==> src/cms_consts.vh <==
// How it works
// RQ1 - The subtract form writes ra times rb and ra2 minus rb2 to rd or to their feedback registers in one step.
// RQ2 - The two-minus form writes ra times rb and the constant two minus ra2 in the same step.
// RQ3 - The ALU-negate flag negates the ALU result, only for non-integer operand types.
// RQ4 - The multiplier-negate flag negates the product, only for non-integer operand types.
// RQ5 - The write-output flag also drives the result onto the local bus with the write-enable strobe.
// RQ6 - The latch-output flag drives the result onto the local bus with the address-latch strobe instead.
// RQ7 - The issuer names ra2 only when ra or ra2 is a feedback register.
// RQ8 - The issuer names rb2 only when rb or rb2 is a feedback register.
// RQ9 - The issuer never feeds a feedback register to a double-precision multiply.
// RQ10 - The multiplier rb operand comes from B entries 0 to 9, the aux register, product feedback, immediate or one.
// RQ11 - The word decodes as 31:30 zero, 29 write-output, 28 latch-output, 27:24 ra, 23:20 rb, 19:15 rd, 14:11 op.
// RQ12 - The output-source bit picks whether the ALU result or the product goes to rd and the bus.
`ifndef CMS_CONSTS_VH
`define CMS_CONSTS_VH
// ********************************
// Register byte addresses
// ********************************
`define CMS_ADDR_INSTR   8'h00
`define CMS_ADDR_IMM     8'h04
`define CMS_ADDR_RESULT  8'h08
`define CMS_ADDR_STATUS  8'h0c
`define CMS_ADDR_AUX     8'h10
`define CMS_ADDR_ALU_FEEDBACK_REG   8'h14
`define CMS_ADDR_PRODFB  8'h18
`define CMS_BASE_AFILE   2'h1
`define CMS_BASE_BFILE   2'h2
// ********************************
// Instruction fields
// ********************************
`define CMS_F_TOP        31:30
`define CMS_F_WROUT      29
`define CMS_F_LATCH      28
`define CMS_F_RA         27:24
`define CMS_F_RB         23:20
`define CMS_F_RD         19:15
`define CMS_F_OPSEL      14:11
`define CMS_F_INT        9
`define CMS_F_PA         8
`define CMS_F_PB         7
`define CMS_F_OSRC       6
`define CMS_F_NEGA       3
`define CMS_F_NEGM       2
`define CMS_F_VAR        1:0
// ********************************
// Codes and constants
// ********************************
`define CMS_VAR_SUB      2'h1
`define CMS_VAR_TWO      2'h2
`define CMS_VAR_RSUB     2'h3
`define CMS_SRC_LAST     4'h9
`define CMS_SRC_AUX      4'h0a
`define CMS_SRC_FB       4'h0b
`define CMS_SRC_IMM      4'h0c
`define CMS_SRC_ONE      4'h0d
`define CMS_RD_BFIRST    5'h0a
`define CMS_RD_BLAST     5'h13
`define CMS_RD_AUX       5'h14
`define CMS_RD_AFILE_MAX 5'h09
`define CMS_FILE_DEPTH   10
`define CMS_CONST_TWO    32'h00000002
`define CMS_CONST_ONE    32'h00000001
`define CMS_SIGN_BIT     32'h80000000
`define CMS_RESET_WORD   32'h00000000
`endif

==> src/cms_datapath.v <==
// Design decisions made here: the address map and the Avalon-MM slave port.
`timescale 1ns/1ns
`default_nettype none
`include "cms_consts.vh"
module cms_datapath
(
   // Clock and reset
   input  wire        clk_i,
   input  wire        reset_n_i,
   // Avalon-MM slave
   input  wire [7:0]  avs_address_i,
   input  wire        avs_read_i,
   input  wire        avs_write_i,
   input  wire [31:0] avs_writedata_i,
   output reg  [31:0] avs_readdata_o,
   output wire        avs_waitrequest_o,
   // Local address/data bus
   output reg  [31:0] local_addr_data_bus_o,
   output reg         lad_write_strobe_o,
   output reg         addr_latch_strobe_o
);
   // ********************************
   // Storage
   // ********************************
   reg [31:0] afile [0:`CMS_FILE_DEPTH-1];
   reg [31:0] bfile [0:`CMS_FILE_DEPTH-1];
   reg [31:0] aux_const_reg;
   reg [31:0] alu_feedback_reg;
   reg [31:0] product_feedback_reg;
   reg [31:0] imm_data;
   reg [31:0] last_result;
   reg        bad_word;
   reg        ack;

   // ********************************
   // Bus handshake
   // ********************************
   // One wait cycle on every access; writes land on the edge that ends the cycle after it
   // A request still held after its accepted edge starts a fresh access
   assign avs_waitrequest_o = (avs_read_i | avs_write_i) & ~ack;
   wire wr_go  = avs_write_i & ack;
   wire rd_pre = avs_read_i & ~ack;
   wire [1:0] reg_base = avs_address_i[7:6];
   wire [3:0] reg_idx  = avs_address_i[5:2];
   wire idx_ok = (reg_idx <= `CMS_SRC_LAST);
   wire wr_afile = wr_go & (reg_base == `CMS_BASE_AFILE) & idx_ok;
   wire wr_bfile = wr_go & (reg_base == `CMS_BASE_BFILE) & idx_ok;
   wire issue = wr_go & (avs_address_i == `CMS_ADDR_INSTR);
   // Scalar write enables; the result and status words are read-only
   reg        wr_imm;
   reg        wr_aux;
   reg        wr_alu_feedback_reg;
   reg        wr_prodfb;
   always @*
   begin
      wr_imm    = 1'b0;
      wr_aux    = 1'b0;
      wr_alu_feedback_reg  = 1'b0;
      wr_prodfb = 1'b0;
      if (wr_go)
      begin
         case (avs_address_i)
            `CMS_ADDR_IMM:    wr_imm    = 1'b1;
            `CMS_ADDR_AUX:    wr_aux    = 1'b1;
            `CMS_ADDR_ALU_FEEDBACK_REG:  wr_alu_feedback_reg  = 1'b1;
            `CMS_ADDR_PRODFB: wr_prodfb = 1'b1;
            default:          wr_imm    = 1'b0;
         endcase
      end
   end

   // ********************************
   // Instruction decode
   // ********************************
   wire [31:0] iw = avs_writedata_i;
   // Word layout
   wire       top_ok  = (iw[`CMS_F_TOP] == 2'h0);
   wire       f_wrout = iw[`CMS_F_WROUT];
   wire       f_latch = iw[`CMS_F_LATCH];
   wire [3:0] f_ra    = iw[`CMS_F_RA];
   wire [3:0] f_rb    = iw[`CMS_F_RB];
   wire [4:0] f_rd    = iw[`CMS_F_RD];
   wire [1:0] f_var   = iw[`CMS_F_VAR];
   wire       f_int   = iw[`CMS_F_INT];
   wire       f_pa    = iw[`CMS_F_PA];
   wire       f_pb    = iw[`CMS_F_PB];
   wire       f_osrc  = iw[`CMS_F_OSRC];
   wire       f_nega  = iw[`CMS_F_NEGA];
   wire       f_negm  = iw[`CMS_F_NEGM];
   wire       var_ok  = (f_var != 2'h0);
   // RQ11 only well-formed words run
   wire       exec    = issue & top_ok & var_ok;
   wire       two_form = (f_var == `CMS_VAR_TWO);
   wire       neg_alu  = f_nega & ~f_int;
   wire       neg_prod = f_negm & ~f_int;

   // ********************************
   // Operand selection
   // ********************************
   // Codes above one and unused file slots read as zero
   reg [31:0] fld_a;
   reg [31:0] fld_b;
   always @*
   begin
      case (f_ra)
         `CMS_SRC_AUX: fld_a = aux_const_reg;
         `CMS_SRC_FB:  fld_a = alu_feedback_reg;
         `CMS_SRC_IMM: fld_a = imm_data;
         `CMS_SRC_ONE: fld_a = `CMS_CONST_ONE;
         default:      fld_a = (f_ra <= `CMS_SRC_LAST) ? afile[f_ra] : `CMS_RESET_WORD;
      endcase
   end
   // RQ10 rb source choice
   always @*
   begin
      case (f_rb)
         `CMS_SRC_AUX: fld_b = aux_const_reg;
         `CMS_SRC_FB:  fld_b = product_feedback_reg;
         `CMS_SRC_IMM: fld_b = imm_data;
         `CMS_SRC_ONE: fld_b = `CMS_CONST_ONE;
         default:      fld_b = (f_rb <= `CMS_SRC_LAST) ? bfile[f_rb] : `CMS_RESET_WORD;
      endcase
   end
   // The shared field feeds one side of each pair, the other side is a
   // feedback register, except that the two-minus form with f_pb clear takes rb and rb2 both from the field.
   // RQ7 ra pair feedback
   wire [31:0] op_ra  = f_pa ? fld_a : alu_feedback_reg;
   wire [31:0] op_ra2 = f_pa ? product_feedback_reg : fld_a;
   // RQ8 rb pair feedback
   wire [31:0] op_rb  = (f_pb | two_form) ? fld_b : product_feedback_reg;
   wire [31:0] op_rb2 = f_pb ? alu_feedback_reg : fld_b;

   // ********************************
   // Arithmetic
   // ********************************
   // Integer arithmetic only; for real types negation flips the sign bit.
   // RQ9 is the issuer's to keep: feedback operands are not screened here.
   wire [63:0] full_prod = op_ra * op_rb;
   wire [31:0] prod_raw  = full_prod[31:0];
   reg  [31:0] alu_raw;
   always @*
   begin
      case (f_var)
         // RQ1 ra2 minus rb2
         `CMS_VAR_SUB:  alu_raw = op_ra2 - op_rb2;
         // RQ2 two minus ra2
         `CMS_VAR_TWO:  alu_raw = `CMS_CONST_TWO - op_ra2;
         `CMS_VAR_RSUB: alu_raw = op_rb2 - op_ra2;
         default:       alu_raw = `CMS_RESET_WORD;
      endcase
   end
   // RQ3 ALU negate
   wire [31:0] alu_res  = neg_alu ? (alu_raw ^ `CMS_SIGN_BIT) : alu_raw;
   // RQ4 product negate
   wire [31:0] prod_res = neg_prod ? (prod_raw ^ `CMS_SIGN_BIT) : prod_raw;
   // RQ12 output source pick
   wire [31:0] out_res  = f_osrc ? prod_res : alu_res;

   // ********************************
   // Register files
   // ********************************
   // Register writes and instructions share one bus, so an entry never
   // sees a bus write and a result in the same cycle
   wire       rd_in_a   = (f_rd <= `CMS_RD_AFILE_MAX);
   wire       rd_in_b   = (f_rd >= `CMS_RD_BFIRST) & (f_rd <= `CMS_RD_BLAST);
   wire       rd_to_aux = (f_rd == `CMS_RD_AUX);
   wire [4:0] b_slot    = f_rd - `CMS_RD_BFIRST;
   wire [9:0] a_bus_sel = wr_afile ? (10'h001 << reg_idx) : 10'h000;
   wire [9:0] b_bus_sel = wr_bfile ? (10'h001 << reg_idx) : 10'h000;
   wire [9:0] a_res_sel = (exec & rd_in_a) ? (10'h001 << f_rd[3:0]) : 10'h000;
   wire [9:0] b_res_sel = (exec & rd_in_b) ? (10'h001 << b_slot[3:0]) : 10'h000;
   genvar     k;
   generate
      for (k = 0; k < `CMS_FILE_DEPTH; k = k + 1)
      begin : g_entry
         always @(posedge clk_i)
         begin
            if (!reset_n_i)
            begin
               afile[k] <= `CMS_RESET_WORD;
               bfile[k] <= `CMS_RESET_WORD;
            end
            else
            begin
               // RQ1 bus word or result
               if (a_bus_sel[k])
                  afile[k] <= avs_writedata_i;
               else if (a_res_sel[k])
                  afile[k] <= out_res;
               if (b_bus_sel[k])
                  bfile[k] <= avs_writedata_i;
               else if (b_res_sel[k])
                  bfile[k] <= out_res;
            end
         end
      end
   endgenerate

   // ********************************
   // Register updates
   // ********************************
   always @(posedge clk_i)
   begin
      if (!reset_n_i)
      begin
         aux_const_reg        <= `CMS_RESET_WORD;
         alu_feedback_reg     <= `CMS_RESET_WORD;
         product_feedback_reg <= `CMS_RESET_WORD;
         imm_data             <= `CMS_RESET_WORD;
         last_result          <= `CMS_RESET_WORD;
         bad_word             <= 1'b0;
      end
      else
      begin
         if (wr_imm)
            imm_data <= avs_writedata_i;
         if (wr_aux)
            aux_const_reg <= avs_writedata_i;
         else if (exec & rd_to_aux)
            aux_const_reg <= out_res;
         // RQ1 unselected result refreshes its own feedback register
         if (wr_alu_feedback_reg)
            alu_feedback_reg <= avs_writedata_i;
         else if (exec & f_osrc)
            alu_feedback_reg <= alu_res;
         if (wr_prodfb)
            product_feedback_reg <= avs_writedata_i;
         else if (exec & ~f_osrc)
            product_feedback_reg <= prod_res;
         // Malformed words are dropped and flagged until the next good one
         if (issue)
            bad_word <= ~exec;
         if (exec)
            last_result <= out_res;
      end
   end

   // ********************************
   // Local bus output
   // ********************************
   // Both flags set: only the latch strobe goes out
   wire next_latch_strobe = exec & f_latch;
   wire next_write_strobe = exec & f_wrout & ~f_latch;
   wire bus_load          = exec & (f_wrout | f_latch);
   always @(posedge clk_i)
   begin
      if (!reset_n_i)
      begin
         local_addr_data_bus_o <= `CMS_RESET_WORD;
         lad_write_strobe_o    <= 1'b0;
         addr_latch_strobe_o   <= 1'b0;
      end
      else
      begin
         // RQ6 latch strobe wins
         addr_latch_strobe_o <= next_latch_strobe;
         // RQ5 write strobe
         lad_write_strobe_o  <= next_write_strobe;
         if (bus_load)
            local_addr_data_bus_o <= out_res;
      end
   end

   // ********************************
   // Read path and ack
   // ********************************
   // Unmapped addresses read as zero
   reg [31:0] rd_word;
   always @*
   begin
      rd_word = `CMS_RESET_WORD;
      if ((reg_base == `CMS_BASE_AFILE) & idx_ok)
         rd_word = afile[reg_idx];
      else if ((reg_base == `CMS_BASE_BFILE) & idx_ok)
         rd_word = bfile[reg_idx];
      else
      begin
         case (avs_address_i)
            `CMS_ADDR_IMM:    rd_word = imm_data;
            `CMS_ADDR_RESULT: rd_word = last_result;
            `CMS_ADDR_STATUS: rd_word = {31'h0, bad_word};
            `CMS_ADDR_AUX:    rd_word = aux_const_reg;
            `CMS_ADDR_ALU_FEEDBACK_REG:  rd_word = alu_feedback_reg;
            `CMS_ADDR_PRODFB: rd_word = product_feedback_reg;
            default:          rd_word = `CMS_RESET_WORD;
         endcase
      end
   end
   // Read data is taken in the wait cycle, so it stands when the wait drops
   always @(posedge clk_i)
   begin
      if (!reset_n_i)
      begin
         ack            <= 1'b0;
         avs_readdata_o <= `CMS_RESET_WORD;
      end
      else
      begin
         ack <= (avs_read_i | avs_write_i) & ~ack;
         if (rd_pre)
            avs_readdata_o <= rd_word;
      end
   end
endmodule // cms_datapath
`default_nettype wire

==> config.mk <==
export PLATFORM = sky130hd
export DESIGN_NAME = cms_datapath
export DESIGN_NICKNAME = d
export VERILOG_FILES = /design/src/cms_datapath.v
export VERILOG_INCLUDE_DIRS = /design/src
export SDC_FILE = /design/constraint.sdc
export NUM_CORES = 2
export LEC_CHECK = 0
export BUFFER_PORTS_ARGS = -buffer_cell sky130_fd_sc_hd__buf_4
export CORE_MARGIN = 1
export CORE_UTILIZATION = 40
export DETAILED_ROUTE_END_ITERATION = 7
export GPL_ROUTABILITY_DRIVEN = 0
export RECOVER_POWER = 50
export SYNTH_ARGS = -nofsm -noshare
export SYNTH_HDL_FRONTEND = slang
export SYNTH_SLANG_ARGS = --single-unit
==> constraint.sdc <==
create_clock -name clk_i -period 9.55 [get_ports clk_i]
set_input_delay 0.4775 -clock clk_i [delete_from_list [all_inputs] [get_ports clk_i]]
set_output_delay 0.4775 -clock clk_i [all_outputs]
set_load 0.03 [all_outputs]
==> run metrics <==
status complete, but fails checks; failing checks capacitance limit, slew limit; crit path max-delay cell type fa_1; Layout area overhead 16.4%; total CTS buffers 95; commonest non-fill, non-tap cell in the layout nand2_1; worst hold path class in -> reg; H-tree depth 3; PD cells 198 nW/um^2; CTS tree built; Largest regs afile x320, bfile x320; CP max FO 8; skew final 33.9 ps; PortBufs 110; synth top area cells edfxtp_1 (27%), fa_1 (12%), mux4_2 (7.2%); multi-input logic area 41800 um^2; row cnt roughly 150; CP startpoint kind flop; VDD IR max 346 uV; reg-to-reg critical path endpoint afile[5][31]$_DFFE_PP_; antenna violations before repair 40; Rel. slew slack -1.78; Chip Width 420 um; Post-DRT Antenna Nets 0; LEAKAGE around 32 nW; GRT Util Overall 0.363; 1st-iter DRT viols 9933; FF+latch count, synth a little under 900; worst hold path startpoint avs_read_i; Cell variety after synth 116; # setup viols final 0; final hold violation count 0; DR vias roughly 65000; hold path endpoint ack$_SDFF_PN0_; fin area 81500 um^2; WP data arrival 9860 ps; worst hold slack 53.6 ps; Final Cycle Share 0.986; vias per std cell 6.57; largest net degree at the start of global routing 90; dpl hpwl roughly 230000 um; die area roughly 180000 um^2; final wirelength around 330000 um; Reg-to-Reg Start bfile[7][5]$_DFFE_PP_; Yosys warning total 0; top_reg_cell synth edfxtp_1; min cycle time layout about 9400 ps; Root Buffer clkbuf_16; most frequent cells in the layout nand2_1 (852), buf_4 (674), edfxtp_1 (640); share of post-route cells with drive strength above 1 0.195; post-synth top area share 0.274; Post-Synthesis Cells 7090; Die Ht roughly 420 um; CP max stage delay between 500 and 600 ps; Core ar. 174000 um^2; routed len/inst ~33 um; Filler Cells Inserted between 15000 and 20000; worst-skew pair later-pin latency 740 ps; max-slew violation count 742; clk sink count ~870; Initial Util 0.403; Hold Crit Depth 3; Reg clk slew, reported paths around 60 ps; Crit Path Class reg -> reg; WP data required 9990 ps; proportion of synthesized flip-flops having asynchronous set or reset 0; register area share after synthesis 0.340; Crit. End Element flop; post-synthesis cell area 70000 um^2; post-synth net total 7732; FF+latch area 23800 um^2; placed instance area 78400 um^2; Final nets roughly 8100; Congestion Overflow GR 0; reg2reg path depth 33; Ports 111; f_max 106 MHz; total of max-cap violations 30; # DRC 0; total iterations of the first detailed-routing run 7; Least-Margin Pin Slew 4170 ps; first-pass GRT wire length 458000 um; vias in the first global route 63140; area leader, netlist edfxtp_1; number of enable-type register cells in the synthesized netlist between 600 and 700; Most common cell on crit path fa_1; Max Buffers Root-to-Sink 3; syn avg cell area roughly 10 um^2; slack of the worst reg-to-reg path 140 ps
==> synth_stat cells (all sizes together), types with 40 or more instances <==
cell    count
nand2     854
edfxtp    640
nor2      603
o21ai     583
inv       536
clkbuf    512
fa        410
a22o      294
a21oi     273
mux4      235
dfxtp     228
ha        188
mux2i     179
a211oi    155
a22oi     134
buf       132
nor2b     107
xnor2      84
a21o       74
mux2       73
or2        57
nor3       52
nand2b     48
a221oi     43
and2       42
o21a       42
nand3      40
o22ai      40
==> what timing repair did <==
| action | CTS | global route |
|---|---|---|
| setup buffers | 0 | 4 |
| gates resized for setup | 1 | 39 |
| setup endpoints to repair | 11 | 149 |
| cloned | 0 | 3 |
| hold buffers | 0 | 0 |
| pin swaps | 0 | 4 |
==> cell type report <==
class,count,area share
Multi-Input combinational cell,5038,0.513
Sequential cell,868,0.292
Clock inverter,48,0.00717
Timing Repair Buffer,886,0.0943
Inverter,539,0.0249
Antenna cell,19,0.000583
Clock buffer,128,0.0325
Tap cell,2325,0.0357
==> per-layer routing <==
metal | up-vias | part of all wire | global-route usage
met1 | 31937 | 0.33 | 0.420
met5 | - | 0.0013 | 0.00750
li1 | 26149 | - | -
met3 | 1428 | 0.15 | 0.142
met4 | 38 | 0.094 | 0.276
met2 | 5176 | 0.42 | 0.539
==> per-stage QoR <==
stage	std cells	setup TNS [ps]	worst slack [ps]	power (mW)	utilization
after global routing	9840	-1480	-84.0	16.5	0.469
after detailed placement	9649	-49560	-522	11.6	0.451
after CTS	9825	0	37.4	15.5	0.470
final	9851	0	137	16.1	0.469
after floorplan	7090	0	12.7	7.66	-
after global placement	9649	-37570	-458	11.5	0.451
==> kinds of logic after synthesis <==
family / Yosys count / share of synthesized area
multiplexers: 487 / 0.114
XOR/XNOR: 130 / 0.0180
adder cells (fa/ha/maj): 598 / 0.151
AO/OA/AOI/OAI: 1900 / 0.186
flip-flops: 868 / 0.340
buffers and inverters: 1184 / 0.0721
AND/OR/NAND/NOR: 1923 / 0.120
==> worst max-delay path, delay by kind of cell, from the launching register on <==
family                   cells  cell delay, ps
AND/OR/NAND/NOR              5             960
flip-flops                   1             380
multiplexers                 1             460
buffers and inverters        6             800
AO/OA/AOI/OAI               11            1880
XOR/XNOR                     1             360
adder cells (fa/ha/maj)      9            4240
==> report_power, final <==
part	total (mW)	switching [mW]	internal (mW)	leakage, nW
registers	4.20	0.0543	4.15	8.47
clock network	3.95	1.66	2.29	1.57
logic	8.00	5.04	2.95	21.8
total	16.1	6.76	9.39	31.8
==> worst max-delay path by stage <==
stage	cells past startpoint	slack [ps]	end	start
after global placement	38	-460	bfile[4][31]$_DFFE_PP_	avs_writedata_i[25]
final	33	140	afile[5][31]$_DFFE_PP_	bfile[7][5]$_DFFE_PP_
after floorplan	36	10	bfile[6][28]$_DFFE_PP_	avs_writedata_i[24]
after detailed placement	38	-520	bfile[2][31]$_DFFE_PP_	avs_writedata_i[25]
after CTS	33	40	afile[1][31]$_DFFE_PP_	afile[6][16]$_DFFE_PP_
after global routing	37	-80	afile[5][31]$_DFFE_PP_	bfile[7][5]$_DFFE_PP_
(Power assumes the default switching activity.)
